<file path="src/epm_defines.svh">
// Constants for the external program memory bus block.
`ifndef EPM_DEFINES_SVH
`define EPM_DEFINES_SVH
`define EPM_CLK_MHZ 100
`define EPM_CLKS_PER_MC 4
`define EPM_RST_MC 2
`define EPM_RST_CYCLES (`EPM_CLKS_PER_MC * `EPM_RST_MC)
`define EPM_INT_LIMIT 16'h8000
`define EPM_PHASE_W 2
`define EPM_PH_ADDR 2'h0
`define EPM_PH_LATCH 2'h1
`define EPM_PH_STROBE 2'h2
`define EPM_PH_CAPTURE 2'h3
`define EPM_RSTCNT_W 4
`endif

</file>
<file path="src/epm_pkg.sv">
// Types shared by the external program memory bus block.
package epm_pkg;
    // Bus sequencer states, one-hot.
    typedef enum logic [3:0] {
        EPM_IDLE = 4'h1,
        EPM_INT = 4'h2,
        EPM_EXT = 4'h4,
        EPM_DONE = 4'h8
    } epm_state_t;
endpackage

</file>
<file path="src/epm_reset_if.sv">
// Interface carrying the qualified reset between the filter and the sequencer.
interface epm_reset_if;
    logic core_reset;
    modport filter (output core_reset);
    modport user (input core_reset);
endinterface

</file>
<file path="src/epm_reset_filter.sv">
// Reset pin qualifier: the pin must stay high for two machine cycles.
`include "epm_defines.svh"
module epm_reset_filter
    import epm_pkg::*;
(
    input wire logic clk,
    input wire logic rst_n,
    input wire logic reset_pin,
    epm_reset_if.filter rif
);
    typedef struct packed {
        logic [`EPM_RSTCNT_W-1:0] cnt;
        logic core_reset;
    } epm_rf_state_t;

    epm_rf_state_t s_q;
    epm_rf_state_t s_d;

    // Count consecutive high samples; a short glitch never resets the core.
    always_comb begin
        s_d = s_q;
        if (!reset_pin) begin
            s_d.cnt = '0;
            s_d.core_reset = 1'b0;
        end else if (s_q.cnt == `EPM_RSTCNT_W'(`EPM_RST_CYCLES - 1)) begin
            s_d.core_reset = 1'b1;
        end else begin
            s_d.cnt = s_q.cnt + `EPM_RSTCNT_W'(1);
        end
    end

    // State register.
    always_ff @(posedge clk or negedge rst_n) begin
        if (!rst_n) begin
            s_q <= '0;
        end else begin
            s_q <= s_d;
        end
    end

    assign rif.core_reset = s_q.core_reset;
endmodule

</file>
<file path="src/epm_bus.sv">
// External program memory bus: internal/external fetch steering and strobes.
//
// Overview of operation
// - Select input low forces every code fetch to external ROM.
// - Select high and address below 32 KB fetches internally, bus quiet.
// - Program store strobe asserted for every external fetch or external table read.
// - Program store strobe never pulses on internally served accesses.
// - Address latch strobe lets an external latch capture the low address.
// - Reset pin must stay high two machine cycles before core resets.
// - One machine cycle is exactly four clock periods.
// - Low address and data share one tri-stated eight-bit port, driven high and low.
// - Upper address byte is driven on a separate eight-bit port.
`include "epm_defines.svh"
module epm_bus
    import epm_pkg::*;
(
    input wire logic clk,
    input wire logic rst_n,
    input wire logic reset_pin,
    input wire logic external_access_select_n,
    input wire logic fetch_req,
    input wire logic code_table_read,
    input wire logic [15:0] fetch_addr,
    input wire logic [7:0] int_rom_data,
    input wire logic [7:0] ad_in,
    output logic [7:0] ad_out,
    output logic [7:0] ad_oe,
    output logic [7:0] addr_high,
    output logic addr_latch_strobe,
    output logic program_store_strobe_n,
    output logic [15:0] int_rom_addr,
    output logic int_rom_rd,
    output logic fetch_done,
    output logic fetch_external,
    output logic [7:0] fetch_data,
    output logic core_in_reset
);
    epm_reset_if rif();

    // Qualified reset from the pin filter.
    epm_reset_filter u_rf (
        .clk(clk),
        .rst_n(rst_n),
        .reset_pin(reset_pin),
        .rif(rif)
    );

    typedef struct packed {
        epm_state_t st;
        logic [`EPM_PHASE_W-1:0] phase;
        logic [15:0] addr;
        logic [7:0] ad_out;
        logic [7:0] ad_oe;
        logic [7:0] addr_high;
        logic ale;
        logic pse_n;
        logic [15:0] irom_addr;
        logic irom_rd;
        logic done;
        logic ext;
        logic [7:0] data;
        logic in_reset;
    } epm_bus_state_t;

    epm_bus_state_t s_q;
    epm_bus_state_t s_d;
    logic go_ext;

    // Steering decision; external when select is low or above internal store.
    assign go_ext = !external_access_select_n
        || (fetch_addr >= `EPM_INT_LIMIT);

    // Each access is one machine cycle of four phases.
    always_comb begin
        s_d = s_q;
        s_d.done = 1'b0;
        s_d.irom_rd = 1'b0;
        s_d.in_reset = rif.core_reset;
        s_d.phase = s_q.phase + `EPM_PHASE_W'(1);
        case (s_q.st)
            EPM_IDLE: begin
                s_d.phase = `EPM_PH_ADDR;
                s_d.ale = 1'b0;
                s_d.pse_n = 1'b1;
                s_d.ad_oe = 8'h00;
                // A request during qualified reset is refused and leaves no trace on any port.
                if ((fetch_req || code_table_read) && !rif.core_reset) begin
                    s_d.addr = fetch_addr;
                    s_d.ext = go_ext;
                    if (go_ext) begin
                        // Address out with latch strobe high first.
                        s_d.st = EPM_EXT;
                        s_d.ad_out = fetch_addr[7:0];
                        s_d.ad_oe = 8'hFF;
                        s_d.addr_high = fetch_addr[15:8];
                        s_d.ale = 1'b1;
                    end else begin
                        // Internal path keeps the bus and strobe quiet.
                        s_d.st = EPM_INT;
                        s_d.irom_addr = fetch_addr;
                        s_d.irom_rd = 1'b1;
                        s_d.pse_n = 1'b1;
                    end
                end
            end
            EPM_INT: begin
                if (s_q.phase == `EPM_PH_CAPTURE) begin
                    s_d.data = int_rom_data;
                    s_d.st = EPM_DONE;
                end
            end
            EPM_EXT: begin
                case (s_q.phase)
                    `EPM_PH_ADDR: begin
                        // Latch strobe falls while the address is still held.
                        s_d.ale = 1'b0;
                    end
                    `EPM_PH_LATCH: begin
                        // Release the port only after the strobe edge.
                        s_d.ad_oe = 8'h00;
                        s_d.pse_n = 1'b0;
                    end
                    `EPM_PH_STROBE: begin
                        s_d.data = ad_in;
                    end
                    default: begin
                        s_d.pse_n = 1'b1;
                        s_d.st = EPM_DONE;
                    end
                endcase
            end
            EPM_DONE: begin
                s_d.done = 1'b1;
                s_d.st = EPM_IDLE;
            end
            default: begin
                s_d.st = EPM_IDLE;
            end
        endcase
        // The qualified reset aborts any access and quiets the bus.
        if (rif.core_reset) begin
            s_d.st = EPM_IDLE;
            s_d.ale = 1'b0;
            s_d.pse_n = 1'b1;
            s_d.ad_oe = 8'h00;
            s_d.done = 1'b0;
        end
    end

    // State register.
    always_ff @(posedge clk or negedge rst_n) begin
        if (!rst_n) begin
            s_q <= '{st: EPM_IDLE, pse_n: 1'b1, default: '0};
        end else begin
            s_q <= s_d;
        end
    end

    assign ad_out = s_q.ad_out;
    assign ad_oe = s_q.ad_oe;
    assign addr_high = s_q.addr_high;
    assign addr_latch_strobe = s_q.ale;
    assign program_store_strobe_n = s_q.pse_n;
    assign int_rom_addr = s_q.irom_addr;
    assign int_rom_rd = s_q.irom_rd;
    assign fetch_done = s_q.done;
    assign fetch_external = s_q.ext;
    assign fetch_data = s_q.data;
    assign core_in_reset = s_q.in_reset;
endmodule

</file>
<file path="config.mk">
export PLATFORM = sky130hd
export DESIGN_NAME = epm_bus
export DESIGN_NICKNAME = d
export VERILOG_FILES = /design/src/epm_pkg.sv /design/src/epm_reset_if.sv /design/src/epm_reset_filter.sv /design/src/epm_bus.sv
export VERILOG_INCLUDE_DIRS = /design/src
export SDC_FILE = /design/constraint.sdc
export NUM_CORES = 1
export LEC_CHECK = 0
export ABC_AREA = 1
export ABC_CLOCK_PERIOD_IN_PS = 3300
export CAP_MARGIN = 20
export CORE_UTILIZATION = 41
export DETAILED_ROUTE_END_ITERATION = 7
export DONT_BUFFER_PORTS = 1
export GPL_TIMING_DRIVEN = 0
export HOLD_SLACK_MARGIN = 0.02
export PLACE_DENSITY = 0.56
export SLEW_MARGIN = 5
export SYNTH_ARGS = -nofsm -noshare
export SYNTH_HDL_FRONTEND = slang
export SYNTH_SLANG_ARGS = --single-unit
</file>
<file path="constraint.sdc">
create_clock -name clk -period 3.3 [get_ports clk]
set_input_delay 0 -clock clk [delete_from_list [all_inputs] [get_ports clk]]
set_output_delay 0 -clock clk [all_outputs]
set_load 0.02 [all_outputs]
</file>
==> Yosys cells after proc, flatten, opt, wreduce, memory -nomap -nowiden <==
Index checks and enable logic that the tools add are counted.
{ "op_classes": {"n_eq_ne": 18, "magnitude_cmp": 1, "n_addsub": 2, "n_reduce_logical": 18, "bitwise": 1, "mux": 26} }
{ "ops": {"columns": ["cell", "count"], "rows": [
  ["two-way mux 59 bit", 1],
  ["two-way mux 8 bit", 4],
  ["case mux 8 bit (2 select lines)", 2],
  ["two-way mux 26 bit", 1],
  ["two-way mux 25 bit", 1],
  ["two-way mux 4 bit", 5],
  ["two-way mux 17 bit", 1],
  [">= comparator 16 bit, second input constant", 1],
  ["inequality test 3 x 2 -> 1 bit, second input constant", 4],
  ["case mux 4 bit (3 select lines)", 1],
  ["AND reduction 3 bit", 4],
  ["equality test 4 x 3 -> 1 bit, second input constant", 2],
  ["AND reduction 2 bit", 4],
  ["inequality test 3 x 1 -> 1 bit, second input constant", 2],
  ["two-way mux 1 bit", 5],
  ["two-way mux 5 bit", 1],
  ["adder 4 x 1 -> 4 bit, second input constant", 1],
  ["equality test 2 bit, second input constant", 2],
  ["equality test 4 x 1 -> 1 bit, second input constant", 1],
  ["equality test 4 x 2 -> 1 bit, second input constant", 1],
  ["equality test 4 bit, second input constant", 1],
  ["inequality test 2 x 1 -> 1 bit, second input constant", 2],
  ["inequality test 2 bit, second input constant", 2],
  ["case mux 2 bit (2 select lines)", 1],
  ["14 further kinds", 16]
]} }
{ "totals": {"elab_cells": 82, "out_inout_bits": 54, "regBits": 81} }

==> Logic depth before layout (Yosys ltp) <==
Gate-level depths: netlist (run 1).
{ "depth": {"depth_word": 6, "mapped_depth": 8} }

==> Modules after synthesis <==
Synthesis (run 1) repeated with hierarchy kept, for this count alone.
{ "unflattened": {"cells_unflattened": 325, "area_unflattened_um2": 3064.2} }
{ "modules_own_cells": {"columns": ["mod", "instances", "area_each_um2", "cells_each"], "rows": [
  ["epm_bus", 1, 2829.0, 299],
  ["epm_reset_filter", 1, 235.2, 26]
]} }

==> Worst setup path after synthesis (run 1) <==
OpenSTA, ideal clock, no wires.
{ "synth_timing": {"path_type": "register to register", "from": "register s_q[75] (netlist bit)", "to": "register s_q, in the netlist ad_out[4]", "path_stages_with_launch": 8, "period_less_slack_ns": 1.209, "t_arrival_ns": 1.092, "required_time_ns": 3.183, "slack_ns": 2.091, "cell_sequence": "dfrtp_1 nor2_4 nand3_4 clkinv_4 nand2_4 buf_6 nand2_1 o21ai_2"} }
{ "synth_between": {"elab_chain_cells": 2} }
{ "synth_rtl": {"columns": ["element", "line", "rtl"], "rows": [
  ["start: declaration", "epm_bus.sv:65", "epm_bus_state_t s_q;"],
  ["start signal: assignment", "epm_bus.sv:153", "s_q <= '{st: EPM_IDLE, pse_n: 1'b1, default: '0};"],
  ["start signal: assignment", "epm_bus.sv:155", "s_q <= s_d;"],
  ["equality test 4 x 1 -> 1 bit", "epm_bus.sv:80", "case (s_q.st)"],
  ["AND reduction 3 bit (no source line)", null, null]
]} }
No other way between the ends.
A chain may end at the register's enable or synchronous reset.

==> Worst setup path after layout (run 1) <==
{ "layout_timing": {"from": "register s_q[75] (netlist bit)", "to": "register s_q, in the netlist fetch_data[4]"} }
{ "layout_between": {"elab_chain_cells": 3, "word_cells_on_any_way": 7, "classes_between": "4 x eq/ne; 1 x mux; 2 x reduce/logical"} }
{ "layout_rtl": {"columns": ["element", "line"], "rows": [
  ["equality test 4 x 3 -> 1 bit / equality test 4 x 2 -> 1 bit (equally long branches)", "epm_bus.sv:80"],
  ["inequality test 2 x 1 -> 1 bit (no source line) (tied with other cells)", null],
  ["AND reduction 3 bit (no source line)", null]
]} }
Several ways; a longest one is shown, not always the timed one.

==> results.toml, run 1 <==
[run_status]
status = "finished clean"

[clock_tree]
cts.sinks = 58
cts_tree = "done"
cts.reportedPaths.clkPinSlew_ns = 0.06
clock_path_buffers = 2
cts_resized = 0
cts-root-buf = "clkbuf_8"
numCtsBuffers = 9
clk-insertion-delay-late_ns = 0.33
htree_levels = 3

[drt]
routed_wl_um = 6131
drc = 0
drt-pass1-iter-count = 4
wl_per_cell_um = 12.77
vias_per_cell = 4.483
drt_iter0_markers = 55
num_vias = 2152
ant_nets = 0

[sta]
final.setup.tns_ns = 0
worst_slew_pin_slew_ns = 0.2880
hold_violations = 0
max_freq_mhz = 541.5
setup_violations = 0
relSlewSlack = 0.8080
drv_slew = 0
fin_skew_ns = 0.01071
period_share = 0.5596
fin_crit_ns = 1.847
fin_ws_ns = 1.453
grt_setup_unrepaired = "false"

[pwr]
p_sw_frac = 0.4113
p_comb_frac = 0.479
cellPowerDensity_mw_per_mm2 = 996.2
power_uw = 3766
vdd_ir_drop_max_uv = 407.8
clkPwrFrac = 0.190
p_leak_uw = 0.001964
p_sw_uw = 1549
pwr-share-seq = 0.330
intPower_uw = 2217

[synthesis]
ys_ff_latch = 58
synthArstFlopShare = 1.000
ys_seq_area_frac = 0.4794
syn_avg_cell_area_sq_um = 9.219
ys_warn_count = 0
syn_nets = 373
yosys.area.top_type = "dfrtp_1"
synth_most_common_cell = "nand2_1"
synth-edff-count = 0
synth_top_cell_area_share = 0.4620
synthTopCellsByArea = "dfrtp_1 46%, buf_4 12%, nand2_1 10%"
synth_common_cells = "84 x nand2_1, 56 x dfrtp_1, 50 x buf_4"
synthFlopType = "dfrtp_1"
ys_types = 24
synth_area_sq_mm = 0.003033
syn-instance-count = 329

[floorplanning]
die_w_um = 88.01
io_pins = 92
start_util = 0.4344
fp.coreArea_sq_mm = 0.006982
die-area_sq_mm = 0.007745
rows = 30
die_h_um = 88.01

[global_routing]
grt_pass1_vias = 2158
grt_first_pass_wirelength_um = 10160
grt_max_degree = 59
grt_util_all_layers = 0.1765
grt_antenna_before_repair = 0
grt_remaining_overflow = 0

[setup_path]
crit_required_ns = 3.52
cp.arrival_ns = 2.07
critPathKind = "reg -> reg"
cp-start-kind = "flip-flop"
cp-end-kind = "flip-flop"
crit_fanout = 10

[placement]
routabilityCongestion = 0.7456
dp.cells = 425
preCtsSetupSlack_ns = 1.884
dpl-instance-area_sq_mm = 0.003153
dp_hpwl_um = 4068
io_buffers = 0

[layout]
num_antenna_cells = 0
fin_area_sq_mm = 0.003780
drive_above_1_share = 0.2813
nets = 423
syn2layout_area_growth_pct = 24.63
fin_cells = 480

[worst_hold_path]
hold_path.class = "in -> reg"

[run]
cap_violations = 0
==> what timing repair did <==
action / CTS / global route
hold buffers: 39 / 0
endpoints found under the hold margin: 106 / 0
setup buffers: 0 / 0
==> power groups by stage <==
stage	clock network, uW	registers (uW)	logic (uW)
4_1_cts	736	1250	1830
3_3_place_gp	0	1250	1720
2_1_floorplan	0	1200	1540
5_1_grt	771	1280	2010
6_report	717	1240	1800
3_5_place_dp	0	1260	1740
==> layout by cell type (no fill, tap or decap), types with 2 or more instances in the layout <==
cell type / n
clkinv_2: 2
nand3_2: 2
nand2_1: 84
buf_4: 50
nand3_1: 24
dfrtp_1: 56
o21ai_1: 16
nand2_4: 4
clkbuf_8: 10
nor2_4: 3
nand3_4: 2
inv_2: 2
dfstp_2: 2
nor2_1: 9
nor2_2: 2
o21ai_0: 4
bufinv_16: 2
o21ai_2: 17
ha_1: 6
nand3b_1: 2
buf_6: 7
nand4_1: 4
inv_1: 29
dlygate4sd3_1: 38
==> worst max-delay path, stage by stage, from the launching register on <==
cell and delay [ns]:
dfrtp_1 0.44, nor2_4 0.24, nand2_4 0.09, buf_6 0.15, nand2_1 0.06, nand2_1 0.05
dlygate4sd3_1 0.56, nand3_1 0.09, nand2_1 0.05
==> sequential cells by signal, indices dropped and copies added, names as in the netlist <==
| signal | flops |
|---|---|
| ad_oe | 1 |
| ad_out | 8 |
| addr_high | 8 |
| addr_latch_strobe | 1 |
| core_in_reset | 1 |
| fetch_data | 8 |
| fetch_done | 1 |
| fetch_external | 1 |
| int_rom_addr | 16 |
| int_rom_rd | 1 |
| program_store_strobe_n | 1 |
| s_q | 6 |
| u_rf.rif.core_reset | 1 |
| u_rf.s_q | 4 |
==> area by class of cell <==
type                    count  area, sq um
inverters                  32        125.1
clock buffers              11        141.4
fillers                   661         3202
plain buffers              57        454.2
well taps                  96        120.1
clock inverters             5        77.57
flip-flops and latches     58         1454
multi-input cells         182        999.7
repair buffers             39        407.9
==> through the flow <==
stage	hold slack [ns]	utilization
after floorplan	-0.2956	-
after global placement	-0.2943	0.4516
after detailed placement	-0.2942	0.4516
after CTS	0.05252	0.5414
after global routing	0.09209	0.5414
final	0.06541	0.5414
==> cell families after synthesis <==
group | count (synthesis) | synth area share
buf+inv | 89 | 0.1910
compound gates | 39 | 0.08581
xor+xnor | 1 | 0.002888
fa+ha+maj | 6 | 0.02475
simple gates | 136 | 0.2162
flops | 58 | 0.4794
==> final timing paths <==
path / startpoint / slack (ns) / to / cells after the start
max: s_q[75] / 1.45 / fetch_data[4] / 8
min: code_table_read / 0.07 / int_rom_rd / 4
max reg2reg: s_q[75] / 1.45 / fetch_data[4] / 8
min reg2reg: fetch_data[7] / 0.48 / fetch_data[7] / 2
max in group asynchronous: rst_n / 2.80 / s_q[72] / 2
min in group asynchronous: rst_n / 0.19 / fetch_data[1] / 2
==> metal layers <==
| layer | vias up | track usage | share of wire |
|---|---|---|---|
| li1 | 1093 | - | - |
| met1 | 985 | 0.2165 | 0.44 |
| met2 | 64 | 0.2896 | 0.48 |
| met3 | 10 | 0.04336 | 0.063 |
| met4 | 0 | 0.08942 | 0.017 |
| met5 | - | 0 | 0 |
(Power assumes the default switching activity.)
==> run 2, diff against run 1 <==
--- a/config.mk
+++ b/config.mk
@@ -7,14 +7,14 @@
 export NUM_CORES = 1
 export LEC_CHECK = 0
 export ABC_AREA = 1
-export ABC_CLOCK_PERIOD_IN_PS = 3300
+export ABC_CLOCK_PERIOD_IN_PS = 1600
 export CAP_MARGIN = 20
 export CORE_UTILIZATION = 41
 export DETAILED_ROUTE_END_ITERATION = 7
 export DONT_BUFFER_PORTS = 1
 export GPL_TIMING_DRIVEN = 0
 export HOLD_SLACK_MARGIN = 0.02
-export PLACE_DENSITY = 0.56
+export PLACE_DENSITY = 0.58
 export SLEW_MARGIN = 5
 export SYNTH_ARGS = -nofsm -noshare
 export SYNTH_HDL_FRONTEND = slang
==> constraint.sdc (replaced) <==
create_clock -name clk -period 1.6 [get_ports clk]
set_input_delay 0 -clock clk [delete_from_list [all_inputs] [get_ports clk]]
set_output_delay 0 -clock clk [all_outputs]
set_load 0.02 [all_outputs]
==> results.toml, run 2 (synthesis results as in run 1) <==
[floorplanning]
start_util = 0.4344
fp.coreArea_sq_mm = 0.006982
die-area_sq_mm = 0.007745
die_w_um = 88.01
rows = 30
die_h_um = 88.01
io_pins = 92

[setup_path]
crit_cells = 7
crit_required_ns = 1.81
crit_family = "flip-flops"
cp.buffers_inverters = 2
r2r_cells = 7
r2r_setup_slack_ns = 0.21
crit_chain = "inv_2 -> o21ai_2 -> nor2_2 -> nand2_4 -> buf_4 -> nand2_1 -> o21ai_1"
slowest_stage = "dfrtp_1"
cp.arrival_ns = 1.60
startpoint = "u_rf.rif.core_reset"
r2r-start = "u_rf.rif.core_reset"
critPathKind = "reg -> reg"
cp-start-kind = "flip-flop"
cp-end-kind = "flip-flop"
cp-endpoint = "int_rom_addr[14]"
crit_fanout = 10
max_stage_delay_ns = 0.44
r2r-end = "int_rom_addr[14]"

[drt]
routed_wl_um = 6311
num_vias = 2199
wl_per_cell_um = 13.18
ant_nets = 0
vias_per_cell = 4.591
drc = 0
drt_iter0_markers = 83
drt-pass1-iter-count = 4

[pwr]
cellPowerDensity_mw_per_mm2 = 1990
vdd_ir_drop_max_uv = 846.2
p_leak_uw = 0.001933

[layout]
drive_above_1_share = 0.2820
largest_reg_flops = 16
layout_common_cells = "84 x nand2_1, 56 x dfrtp_1, 50 x buf_4"
num_antenna_cells = 0
regArea_sq_mm = 0.001454
nets = 422
final_util = 0.5332
final_common_cell = "nand2_1"
syn2layout_area_growth_pct = 22.73
nFillCells = 666
multiInputGateArea_sq_um = 999.7

[sta]
setup_violations = 0
drv_slew = 0
worst_slew_pin_slew_ns = 0.2891
max_freq_mhz = 721.4
relSlewSlack = 0.8072
fin_skew_ns = 0.01032
grt_setup_unrepaired = "false"
hold_violations = 0
final.setup.tns_ns = 0
period_share = 0.8664
fin_ws_ns = 0.2137
fin_crit_ns = 1.386

[clock_tree]
clock_path_buffers = 2
cts.reportedPaths.clkPinSlew_ns = 0.06
clk-insertion-delay-late_ns = 0.33
cts.sinks = 58
cts_tree = "done"
cts-root-buf = "clkbuf_8"
cts_resized = 0
cts_setup_buffers = 0
htree_levels = 3
numCtsBuffers = 9

[global_routing]
grt_remaining_overflow = 0
grt_util_all_layers = 0.1746
grt_max_degree = 59
grt_first_pass_wirelength_um = 10030
grt_pass1_vias = 2082
grt_antenna_before_repair = 0

[run_status]
status = "finished clean"

[worst_hold_path]
hold_path.class = "in -> async"

[placement]
dp_hpwl_um = 4120
preCtsSetupSlack_ns = 0.2084
routabilityCongestion = 0.7746
io_buffers = 0

[run]
cap_violations = 0
==> run 2: how the worst min path moves through the flow <==
stage	slack (ns)	endpoint	depth (start not counted)	start
floorplan	-0.30	ad_oe[6]	0	rst_n
global placement	-0.29	fetch_data[7]	0	rst_n
detailed placement	-0.29	fetch_data[3]	0	rst_n
CTS	0.21	s_q[71]	2	rst_n
global route	0.24	int_rom_addr[15]	2	rst_n
finish	0.21	fetch_data[7]	2	rst_n
==> run 2: final cells by class <==
type	count	share of cell area
Inverter	32	0.03361
Multi-Input combinational cell	182	0.2686
Clock inverter	5	0.008067
Buffer	57	0.1220
Clock buffer	11	0.03798
Tap cell	96	0.03227
Timing Repair Buffer	38	0.1069
Sequential cell	58	0.3906
==> run 2: metrics by stage <==
| step | hold slack [ns] | area [sq um] | total power (uW) | std cells |
|---|---|---|---|---|
| final | 0.2126 | 3722 | 7408 | 479 |
| after global routing | 0.2404 | 3722 | 7985 | 479 |
| after CTS | 0.2137 | 3722 | 7499 | 479 |
| after detailed placement | -0.2943 | 3153 | 6203 | 425 |
| after global placement | -0.2943 | 3153 | 6129 | 425 |
| after floorplan | -0.2956 | 3033 | 5668 | 329 |
==> run 2: timing repair <==
| action | 4_1_cts | 5_1_grt |
|---|---|---|
| setup endpoints to repair | 0 | 0 |
| hold endpoints to repair | 106 | 0 |
| hold buffers | 38 | 0 |
==> run 2: where the power goes <==
part	switching (uW)	internal, uW
sequential	478	2100
combinational	2160	1500
clock	569	595
total	3210	4200
==> run 2: per-layer routing <==
layer  vias to the layer above  GRT usage  routed length [um]
li1                       1096          -                   -
met1                      1021     0.2197                2843
met2                        75     0.2819                3036
met3                         7    0.04524                 383
met4                         0    0.08048                  47
met5                         -          0                   0
==> run 3, diff against run 2 <==
--- a/config.mk
+++ b/config.mk
@@ -12,7 +12,6 @@
 export CORE_UTILIZATION = 41
 export DETAILED_ROUTE_END_ITERATION = 7
 export DONT_BUFFER_PORTS = 1
-export GPL_TIMING_DRIVEN = 0
 export HOLD_SLACK_MARGIN = 0.02
 export PLACE_DENSITY = 0.58
 export SLEW_MARGIN = 5
==> results.toml, run 3 (synthesis results as in run 1) <==
[sta]
worst_slew_pin_slew_ns = 0.4463
grt_setup_unrepaired = "false"
fin_crit_ns = 1.487
drv_slew = 0
max_freq_mhz = 672.4
hold_violations = 0
period_share = 0.9295
setup_violations = 0
final.setup.tns_ns = 0
fin_skew_ns = 0.007480
relSlewSlack = 0.7025

[setup_path]
cp-start-kind = "flip-flop"
cp-end-kind = "flip-flop"
r2r-start = "u_rf.rif.core_reset"
crit_family = "buffers and inverters"
r2r-end = "fetch_external"
crit_required_ns = 1.81
crit_cells = 5
cp.buffers_inverters = 2
r2r_setup_slack_ns = 0.11
crit_chain = "inv_2 -> o21ai_2 -> dlygate4sd3_1 -> o21ai_0 -> nand2_1"
slowest_stage = "dlygate4sd3_1"
crit_fanout = 3
r2r_cells = 5
critPathKind = "reg -> reg"
max_stage_delay_ns = 0.58
cp.arrival_ns = 1.69

[layout]
fin_cells = 428
final_common_cell = "nand2_1"
nets = 371
layout_common_cells = "84 x nand2_1, 55 x dfrtp_1, 37 x dlygate4sd3_1"
largest_reg_flops = 16
fin_area_sq_mm = 0.003347
syn2layout_area_growth_pct = 10.35
num_antenna_cells = 0
drive_above_1_share = 0.1777
final_util = 0.4794

[clock_tree]
numCtsBuffers = 9
htree_levels = 3
clk-insertion-delay-late_ns = 0.33
cts.reportedPaths.clkPinSlew_ns = 0.07
cts-root-buf = "clkbuf_8"
cts.sinks = 58
cts_tree = "done"
clock_path_buffers = 2

[floorplanning]
start_util = 0.4344
fp.coreArea_sq_mm = 0.006982
die_w_um = 88.01
io_pins = 92
die-area_sq_mm = 0.007745
rows = 30
die_h_um = 88.01

[drt]
ant_nets = 0
vias_per_cell = 4.544
routed_wl_um = 5653
drc = 0
drt-pass1-iter-count = 4
num_vias = 1945
wl_per_cell_um = 13.21
drt_iter0_markers = 91

[global_routing]
grt_antenna_before_repair = 0
grt_remaining_overflow = 0
grt_pass1_vias = 1959
gr-usage-met3 = 0.05844
grt_util_all_layers = 0.1550
grtUsageMet2 = 0.2523
grt_first_pass_wirelength_um = 8921
met1_usage = 0.1777
grt_max_degree = 59
grt-busiest-layer = "met2"

[placement]
dp.cells = 373
dpl-instance-area_sq_mm = 0.002736
dp_hpwl_um = 3540
io_buffers = 0
routabilityCongestion = 0.7544

[run_status]
status = "finished clean"

[pwr]
vdd_ir_drop_max_uv = 761.8
p_leak_uw = 0.001681
cellPowerDensity_mw_per_mm2 = 1979

[worst_hold_path]
hold_path.class = "in -> async"

[run]
cap_violations = 0
[run 3: cell types whose count changed in the layout (fill, tap and decap cells not counted)]
| cell | change |
|---|---|
| buf_4 | -44 |
| buf_6 | -7 |
| bufinv_16 | +1 |
| clkbuf_1 | -1 |
| clkinv_2 | -2 |
| clkinv_4 | +1 |
| clkinvlp_4 | +1 |
| dfrtp_1 | -1 |
| dfrtp_2 | +1 |
[run 3: power by group]
group | switching [uW] | total [uW] | internal (uW)
clock network | 600 | 1360 | 760
logic | 1320 | 2060 | 738
registers | 1110 | 3210 | 2100
total | 3030 | 6620 | 3590
[run 3: layer usage]
metal,up-vias,wire length [um]
met1,875,2502
met3,7,425
met4,0,63
met2,68,2661
met5,-,0
li1,995,-
[run 3: worst max-delay path by stage]
stage	slack, ns	from	endpoint
global route	0.03	u_rf.rif.core_reset	fetch_external
detailed placement	0.15	s_q[75]	addr_high[6]
finish	0.11	u_rf.rif.core_reset	fetch_external
CTS	0.07	u_rf.rif.core_reset	fetch_external
global placement	0.19	s_q[75]	addr_high[7]
floorplan	0.39	s_q[75]	ad_out[4]
[run 3: through the flow]
stage / power, uW / hold slack [ns] / setup slack, ns
2_1_floorplan: 5668 / -0.2956 / 0.3908
3_3_place_gp: 5156 / -0.2943 / 0.1926
3_5_place_dp: 5208 / -0.2943 / 0.1547
4_1_cts: 6709 / 0.2127 / 0.07408
5_1_grt: 7115 / 0.2308 / 0.02972
6_report: 6623 / 0.2030 / 0.1128
[run 3: worst reg2reg max path, stage by stage (launching register included)]
cell           delay [ns]
dfrtp_2              0.42
inv_2                0.06
o21ai_2              0.07
dlygate4sd3_1        0.58
o21ai_0              0.16
nand2_1              0.07
[run 3: repair_timing]
item	CTS	global route
setup buffers	0	1
hold endpoints to repair	105	0
hold buffers	38	0
resized for setup	0	1
setup endpoints to repair	0	1
[run 3: cell type report]
class                      instances  area [sq um]
sequential                        58          1455
clock buffer                      10         137.6
multi-input combinational        182         999.7
timing repair buffer              44         442.9
tap                               96         120.1
fill                             709          3635
inverter                          32         125.1
clock inverter                     6         66.31
